$ cat src/stepper_seq_pkg.sv
// Package of constants and types for the half-step phase sequencer
package stepper_seq_pkg;

  // ----------------------------------------------------------------
  // Clock and timing
  // ----------------------------------------------------------------
  localparam int unsigned CLK_HZ           = 25_000_000;
  localparam int unsigned CLK_PERIOD_NS    = 40;
  localparam int unsigned BLOCK_NOM_MS     = 20;
  localparam int unsigned BLOCK_MIN_MS     = 10;
  localparam int unsigned BLOCK_MAX_MS     = 30;
  // Nominal inhibit in cycles, 20 ms at 25 MHz
  localparam int unsigned BLOCK_CYCLES     = BLOCK_NOM_MS * (CLK_HZ / 1000);
  localparam int unsigned BLOCK_MIN_CYCLES = BLOCK_MIN_MS * (CLK_HZ / 1000);
  localparam int unsigned BLOCK_MAX_CYCLES = BLOCK_MAX_MS * (CLK_HZ / 1000);
  localparam int unsigned BLOCK_CNT_W      = 20;
  // Far-side timing, kept for reference by the bench
  localparam int unsigned STROBE_HIGH_MIN_US = 10;
  localparam int unsigned STROBE_GAP_MIN_US  = 30;

  // ----------------------------------------------------------------
  // Sequence position and phase patterns {d, c, b, a}
  // ----------------------------------------------------------------
  localparam int unsigned POS_W     = 3;
  localparam logic [2:0]  POS_FIRST = 3'h0;
  localparam logic [2:0]  POS_LAST  = 3'h7;

  typedef struct packed {
    logic d;
    logic c;
    logic b;
    logic a;
  } phase_t;

  localparam phase_t PHASE_OFF = 4'h0;

  // Step inputs after synchronisation
  typedef struct packed {
    logic strobe;
    logic cw;
  } cmd_t;

  // Power-up state machine
  typedef enum logic [2:0] {
    ST_BLOCK = 3'b001,
    ST_IDLE  = 3'b010,
    ST_RUN   = 3'b100
  } seq_state_t;

endpackage

$ cat src/half_step_phase_sequencer.sv
// Half-step four-phase stepper sequencer with power-up step inhibit
`timescale 1ns/1ps

// Notes on behaviour
// - Eight half-step patterns A, AB, B, BC...DA
// - Direction high clockwise, low counter-clockwise
// - Outputs advance on strobe falling edge only
// - Ignore strobe 10-30 ms after power-up
// - Position starts at state A only
// - All outputs low until first step
// - Fully static, position held indefinitely
// - Internal power-on reset, no external need
module half_step_phase_sequencer
  import stepper_seq_pkg::*;
#(
  parameter int unsigned BLOCK_CNT = BLOCK_CYCLES  // Power-up inhibit, cycles
) (
  input  wire logic i_sys_clk,  // 25 MHz system clock
  input  wire logic i_nrst,     // Async reset, active low (optional)
  input  wire logic i_step,     // Step strobe pin, asynchronous
  input  wire logic i_dir,      // Direction pin, high is clockwise
  output logic      o_phase_a,  // Winding A drive
  output logic      o_phase_b,  // Winding B drive
  output logic      o_phase_c,  // Winding C drive
  output logic      o_phase_d   // Winding D drive
);

  // ----------------------------------------------------------------
  // Elaboration checks
  // ----------------------------------------------------------------
  if (BLOCK_CNT < 1 || BLOCK_CNT >= (1 << BLOCK_CNT_W)) begin : g_chk
    $error("BLOCK_CNT out of range");
  end

  // ----------------------------------------------------------------
  // Pattern lookup for a sequence position
  // ----------------------------------------------------------------
  function automatic phase_t pattern(input logic [POS_W-1:0] pos);
    phase_t p;
    p = PHASE_OFF;
    case (pos)
      3'h0:    p = 4'h1;
      3'h1:    p = 4'h3;
      3'h2:    p = 4'h2;
      3'h3:    p = 4'h6;
      3'h4:    p = 4'h4;
      3'h5:    p = 4'hC;
      3'h6:    p = 4'h8;
      3'h7:    p = 4'h9;
      default: p = PHASE_OFF;
    endcase
    return p;
  endfunction

  // ----------------------------------------------------------------
  // Reset release and power-on reset
  // ----------------------------------------------------------------
  // Internal power-on: reg init stands in for the supply-ramp detector
  logic [1:0] por_sr_r = 2'h0;
  logic [1:0] rst_sr_r;
  logic       rst_n;

  // Power-on shift register needs no external reset at all
  always_ff @(posedge i_sys_clk) begin
    por_sr_r <= {por_sr_r[0], 1'b1};
  end

  // External reset released through two flops
  always_ff @(posedge i_sys_clk or negedge i_nrst) begin
    if (!i_nrst) begin
      rst_sr_r <= 2'h0;
    end else begin
      rst_sr_r <= {rst_sr_r[0], 1'b1};
    end
  end

  assign rst_n = rst_sr_r[1] & por_sr_r[1];

  // ----------------------------------------------------------------
  // Input synchronisers and edge detection
  // ----------------------------------------------------------------
  logic [1:0] step_sync_r;
  logic [1:0] dir_sync_r;
  cmd_t       cmd;
  logic       step_last_r;
  logic       dir_lat_r;
  logic       rise;
  logic       fall;

  // First stage feeds only the second stage
  always_ff @(posedge i_sys_clk or negedge rst_n) begin
    if (!rst_n) begin
      step_sync_r <= 2'h0;
      dir_sync_r  <= 2'h0;
    end else begin
      step_sync_r <= {step_sync_r[0], i_step};
      dir_sync_r  <= {dir_sync_r[0], i_dir};
    end
  end

  assign cmd.strobe = step_sync_r[1];
  assign cmd.cw     = dir_sync_r[1];
  assign rise       = cmd.strobe & ~step_last_r;
  assign fall       = ~cmd.strobe & step_last_r;

  // Edge history and direction capture at the rising edge
  always_ff @(posedge i_sys_clk or negedge rst_n) begin
    if (!rst_n) begin
      step_last_r <= 1'b0;
      dir_lat_r   <= 1'b1;
    end else begin
      step_last_r <= cmd.strobe;
      if (rise) begin
        dir_lat_r <= cmd.cw;
      end
    end
  end

  // ----------------------------------------------------------------
  // Power-up inhibit and state machine
  // ----------------------------------------------------------------
  seq_state_t             state_r;
  seq_state_t             state_nxt;
  logic [BLOCK_CNT_W-1:0] blk_cnt_r;
  logic                   blk_done;
  logic                   armed_r;
  logic                   take;

  assign blk_done = (blk_cnt_r == BLOCK_CNT_W'(BLOCK_CNT - 1));
  // A strobe already high at unblock is not a whole pulse; require a fresh rise
  assign take     = fall & armed_r & (state_r != ST_BLOCK);

  // Next state
  always_comb begin
    state_nxt = state_r;
    case (state_r)
      ST_BLOCK: if (blk_done) state_nxt = ST_IDLE;
      ST_IDLE:  if (take) state_nxt = ST_RUN;
      ST_RUN:   state_nxt = ST_RUN;
      default:  state_nxt = ST_BLOCK;
    endcase
  end

  // Inhibit counter and state register
  always_ff @(posedge i_sys_clk or negedge rst_n) begin
    if (!rst_n) begin
      state_r   <= ST_BLOCK;
      blk_cnt_r <= '0;
    end else begin
      state_r <= state_nxt;
      if (state_r == ST_BLOCK) begin
        blk_cnt_r <= blk_cnt_r + BLOCK_CNT_W'(1);
      end
    end
  end

  // Arm only on a rising edge seen after the inhibit ends
  always_ff @(posedge i_sys_clk or negedge rst_n) begin
    if (!rst_n) begin
      armed_r <= 1'b0;
    end else if (state_r == ST_BLOCK) begin
      armed_r <= 1'b0;
    end else if (rise) begin
      armed_r <= 1'b1;
    end else if (fall) begin
      armed_r <= 1'b0;
    end
  end

  // ----------------------------------------------------------------
  // Position counter and outputs
  // ----------------------------------------------------------------
  logic [POS_W-1:0] pos_r;
  logic [POS_W-1:0] pos_nxt;
  phase_t           phase_r;
  phase_t           phase_nxt;

  // Plain 3-bit add/subtract wraps 7->0 and 0->7
  assign pos_nxt   = dir_lat_r ? pos_r + 3'h1 : pos_r - 3'h1;
  assign phase_nxt = pattern(pos_nxt);

  // Position and drive update once per accepted step
  always_ff @(posedge i_sys_clk or negedge rst_n) begin
    if (!rst_n) begin
      pos_r   <= POS_FIRST;
      phase_r <= PHASE_OFF;
    end else if (take) begin
      pos_r   <= pos_nxt;
      phase_r <= phase_nxt;
    end
  end

  assign o_phase_a = phase_r.a;
  assign o_phase_b = phase_r.b;
  assign o_phase_c = phase_r.c;
  assign o_phase_d = phase_r.d;

  // ----------------------------------------------------------------
  // Assertions
  // ----------------------------------------------------------------
  logic [BLOCK_CNT_W-1:0] up_cnt_r;

  // Cycles since reset release, saturating
  always_ff @(posedge i_sys_clk or negedge rst_n) begin
    if (!rst_n) begin
      up_cnt_r <= '0;
    end else if (up_cnt_r != '1) begin
      up_cnt_r <= up_cnt_r + BLOCK_CNT_W'(1);
    end
  end

  property p_step_on_fall;
    @(posedge i_sys_clk) disable iff (!rst_n)
      $changed(phase_r) |-> $past(fall);
  endproperty
  a_step_on_fall: assert property (p_step_on_fall) else $error("phase moved without fall");

  property p_cw_adv;
    @(posedge i_sys_clk) disable iff (!rst_n)
      (take && dir_lat_r) |=> (pos_r == $past(pos_r) + 3'h1);
  endproperty
  a_cw_adv: assert property (p_cw_adv) else $error("cw step wrong");

  property p_ccw_back;
    @(posedge i_sys_clk) disable iff (!rst_n)
      (take && !dir_lat_r) |=> (pos_r == $past(pos_r) - 3'h1);
  endproperty
  a_ccw_back: assert property (p_ccw_back) else $error("ccw step wrong");

  property p_pattern;
    @(posedge i_sys_clk) disable iff (!rst_n)
      (state_r == ST_RUN) |-> (phase_r == pattern(pos_r));
  endproperty
  a_pattern: assert property (p_pattern) else $error("pattern mismatch");

  property p_inhibit;
    @(posedge i_sys_clk) disable iff (!rst_n)
      (up_cnt_r < BLOCK_CNT_W'(BLOCK_CNT)) |-> !take;
  endproperty
  a_inhibit: assert property (p_inhibit) else $error("step during inhibit");

  property p_off_idle;
    @(posedge i_sys_clk) disable iff (!rst_n)
      (state_r != ST_RUN) |-> (phase_r == PHASE_OFF && pos_r == POS_FIRST);
  endproperty
  a_off_idle: assert property (p_off_idle) else $error("drive before first step");

  property p_hold;
    @(posedge i_sys_clk) disable iff (!rst_n)
      !take |=> $stable(pos_r) && $stable(phase_r);
  endproperty
  a_hold: assert property (p_hold) else $error("position drifted");

  property p_dir_latch;
    @(posedge i_sys_clk) disable iff (!rst_n)
      rise |=> (dir_lat_r == $past(cmd.cw));
  endproperty
  a_dir_latch: assert property (p_dir_latch) else $error("direction not latched");

  // A fall lags the pin by exactly two flops; one flop would be caught here
  property p_sync_delay;
    @(posedge i_sys_clk) disable iff (!rst_n)
      fall |-> !$past(i_step, 2) && $past(i_step, 3);
  endproperty
  a_sync_delay: assert property (p_sync_delay) else $error("edge not synchronised");

endmodule

$ cat config.mk
export PLATFORM = sky130hd
export DESIGN_NAME = half_step_phase_sequencer
export DESIGN_NICKNAME = d
export VERILOG_FILES = /design/src/stepper_seq_pkg.sv /design/src/half_step_phase_sequencer.sv
export SDC_FILE = /design/constraint.sdc
export NUM_CORES = 1
export LEC_CHECK = 0
export BUFFER_PORTS_ARGS = -buffer_cell sky130_fd_sc_hd__buf_4
export CAP_MARGIN = 10
export CORE_MARGIN = 1.5
export CORE_UTILIZATION = 64
export DETAILED_ROUTE_END_ITERATION = 6
export MAX_ROUTING_LAYER = met4
export PLACE_DENSITY = 0.82
export SYNTH_ARGS = -nofsm -noshare
export SYNTH_HDL_FRONTEND = slang
export SYNTH_SLANG_ARGS = --single-unit
$ cat constraint.sdc
create_clock -name i_sys_clk -period 3.2 [get_ports i_sys_clk]
set_input_delay 0.32 -clock i_sys_clk [delete_from_list [all_inputs] [get_ports i_sys_clk]]
set_output_delay 0.32 -clock i_sys_clk [all_outputs]
set_load 0.05 [all_outputs]
==> flow_metrics.tcl <==
set metrics [dict create \
    outcome "completed" \
    fin_cells 189 \
    min_period_over_period_pct 62.4 \
    dr_total_vias 1079 \
    post_drt_wl_per_cell_um 13.8 \
    grt_pass1_vias 1039 \
    cts_resized 0 \
    maxCapViolCount 0 \
    drive_above_1_share_pct 18.2 \
    relSlewSlack_pct 63.4 \
    final_nets 169 \
    cp_cell_sequence "inv_1, fa_1, xnor2_1, xnor2_1, mux2i_1, o21ai_0" \
    cts-root-buf "clkbuf_4" \
    drtIter0Drc 23 \
    grt_use_met1_pct 25.8 \
    gr-total-overflow 0 \
    h-tree-depth 2 \
    globalplace.congestion 0.772 \
    max_stage_delay_ns 0.45 \
    min_path_type "in2reg" \
    worstSetupStartpointType "flop" \
    coreArea_mm2 0.00254 \
    cp-end-kind "flop" \
    drt_wl_total_um 2610 \
    die_h_um 55.5 \
    area_growth_pct 11.8 \
    cts_tree "done" \
    synth_top_area_share_pct 52.5 \
    grt_antenna_before_repair 0 \
    rsz0062_at_grt "no" \
    finalSetupViolations 0 \
    nFillCells 159 \
    synthTopCellsByCount "dfrtp_1, nand2_1, xnor2_1, xor2_1, nor2_1" \
    yosysTopAreaCell "dfrtp_1" \
    gr-usage-met3_pct 6.32 \
    critPathArrivalTime_ns 2.21 \
    synth_ff_type "dfrtp_1" \
    grt_max_degree 25 \
    dieArea_mm2 0.00308 \
    synthCells 143 \
    reg2reg_slack_ns 1.20 \
    slew_viol_final 0 \
    antenna_left 0 \
    path_max_fanout 5 \
    avgSynthCellArea_um2 12.3 \
    finalHoldViolations 0 \
    io_buffers 7 \
    fp-row-count 18 \
    synth_edf_count 0 \
    async_flop_share_pct 100 \
    ys_warn_count 0 \
    fmax_mhz 501 \
    grt_util_all_layers_pct 19.9 \
    busiest_layer "met2" \
    cts_buffer_depth 2 \
    ys_ff_latch 39 \
    ys_top_cells_by_area "dfrtp_1, xnor2_1, xor2_1, ha_1, dfstp_2" \
    worst_pin_slew_ns 0.545 \
    path_class "reg2reg" \
    crit_top_cell "xnor2_1" \
    syn_nets 154 \
    antennaDiodeCount 0 \
    synth_cell_type_count 36 \
    io_pins 8 \
    cellPowerDensity_mw_per_mm2 477 \
    final_cell_area_mm2 0.00197 \
    dp_cells 180 \
    cp_num_buf_inv 1 \
    placed_cell_area_mm2 0.00186 \
    critPathSlowestCell "xnor2_1" \
    leakagePower_nw 0.933 \
    die_w_um 55.5 \
    grt_use_met2_pct 29.4 \
    yosysMostFrequentCell "dfrtp_1" \
    critical-path-top-delay-family "XOR/XNOR gates" \
    ys_seq_area_share_pct 55.5 \
    grt_pass1_wl_um 4570 \
    final.min_clock_period_ns 2.00 \
    start_util_pct 69.3 \
    insertion_delay_ns 0.34 \
    clk_pin_slew_ns 0.11 \
    cts_buffers 5 \
    netlist_area_mm2 0.00176 \
    drc 0 \
    cp.required_ns 3.41 \
    drt_pass1_iterations 4 \
    tns_ns 0 \
    finClkSkew_ns 0.00365 \
    ir_worst_vdd_mv 0.383 \
    dp_hpwl_um 1900 \
    via_per_inst 5.71 \
    clock_sinks 39 \
]
==> final timing paths <==
kind	end	start	cells past startpoint
max	o_phase_a	pos_r[0]	6
min	step_sync_r[0]	i_step	1
max reg2reg	o_phase_a	pos_r[0]	6
min reg2reg	dir_sync_r[0]	rst_sr_r[1]	0
max in group asynchronous	state_r[0]	rst_sr_r[1]	1
min in group asynchronous	dir_sync_r[0]	rst_sr_r[1]	0
==> per-stage QoR <==
step	utilization [%]	hold slack [ns]	power [W]	setup slack (ns)
final	77.5	0.0712	0.000941	1.20
after global routing	77.5	0.0500	0.000972	1.08
after CTS	77.5	0.0566	0.000951	1.23
after detailed placement	73.0	0.104	0.000545	1.25
after global placement	73.0	0.102	0.000543	1.33
after floorplan	-	0.0244	0.000535	1.48
==> routing by layer <==
metal | share of wire (%) | routed length, um | up-vias
met1 | 46 | 1200 | 526
met4 | 1.5 | 38 | 0
li1 | - | - | 522
met3 | 4.3 | 111 | 7
met2 | 48 | 1250 | 24
met5 | 0 | 0 | -
==> kinds of logic after synthesis <==
logic type / share of synthesized area (%)
multiplexers: 2.34
other: 0.213
AO/OA/AOI/OAI: 3.33
adder cells (fa/ha/maj): 5.39
flip-flops: 55.5
XOR/XNOR: 10.9
AND/OR/NAND/NOR: 20.4
buffers and inverters: 1.99
==> state kept, by name, indices dropped and copies added (netlist names), 2 cells and up <==
register     cells
step_sync_r      2
rst_sr_r         2
dir_sync_r       2
blk_cnt_r       20
pos_r            3
state_r          3
==> layout by cell type (no fill, tap or decap), types with 2 or more instances in the layout <==
cell type,instances
nor4_4,2
dfstp_2,2
inv_1,8
xor2_1,11
nand2_1,11
o21ai_0,5
clkbuf_4,5
nor4_2,2
nand2b_1,2
nor2_1,9
dfrtp_1,37
bufinv_16,2
mux2i_1,3
buf_4,8
ha_1,6
nand3_1,4
nor3_1,4
nand4_1,5
a21oi_1,2
xnor2_1,11
==> area by class of cell <==
type,count,area [um^2],area share [%]
clock inverters,3,67.6,3.43
clock buffers,5,37.5,1.90
well taps,30,37.5,1.90
inverters,8,30.0,1.52
flip-flops and latches,39,978,49.6
repair buffers,9,70.1,3.55
multi-input cells,95,751,38.1
==> power by group <==
part	internal (W)	total, W	switching, W
clock	0.000243	0.000405	0.000162
combinational	0.0000126	0.0000301	0.0000175
sequential	0.000500	0.000506	0.00000588
==> timing repair <==
action	CTS	global route
hold buffers	1	0
setup buffers	0	0
setup endpoints to repair	0	0
endpoints found under the hold margin	2	0
(Power assumes the default switching activity.)
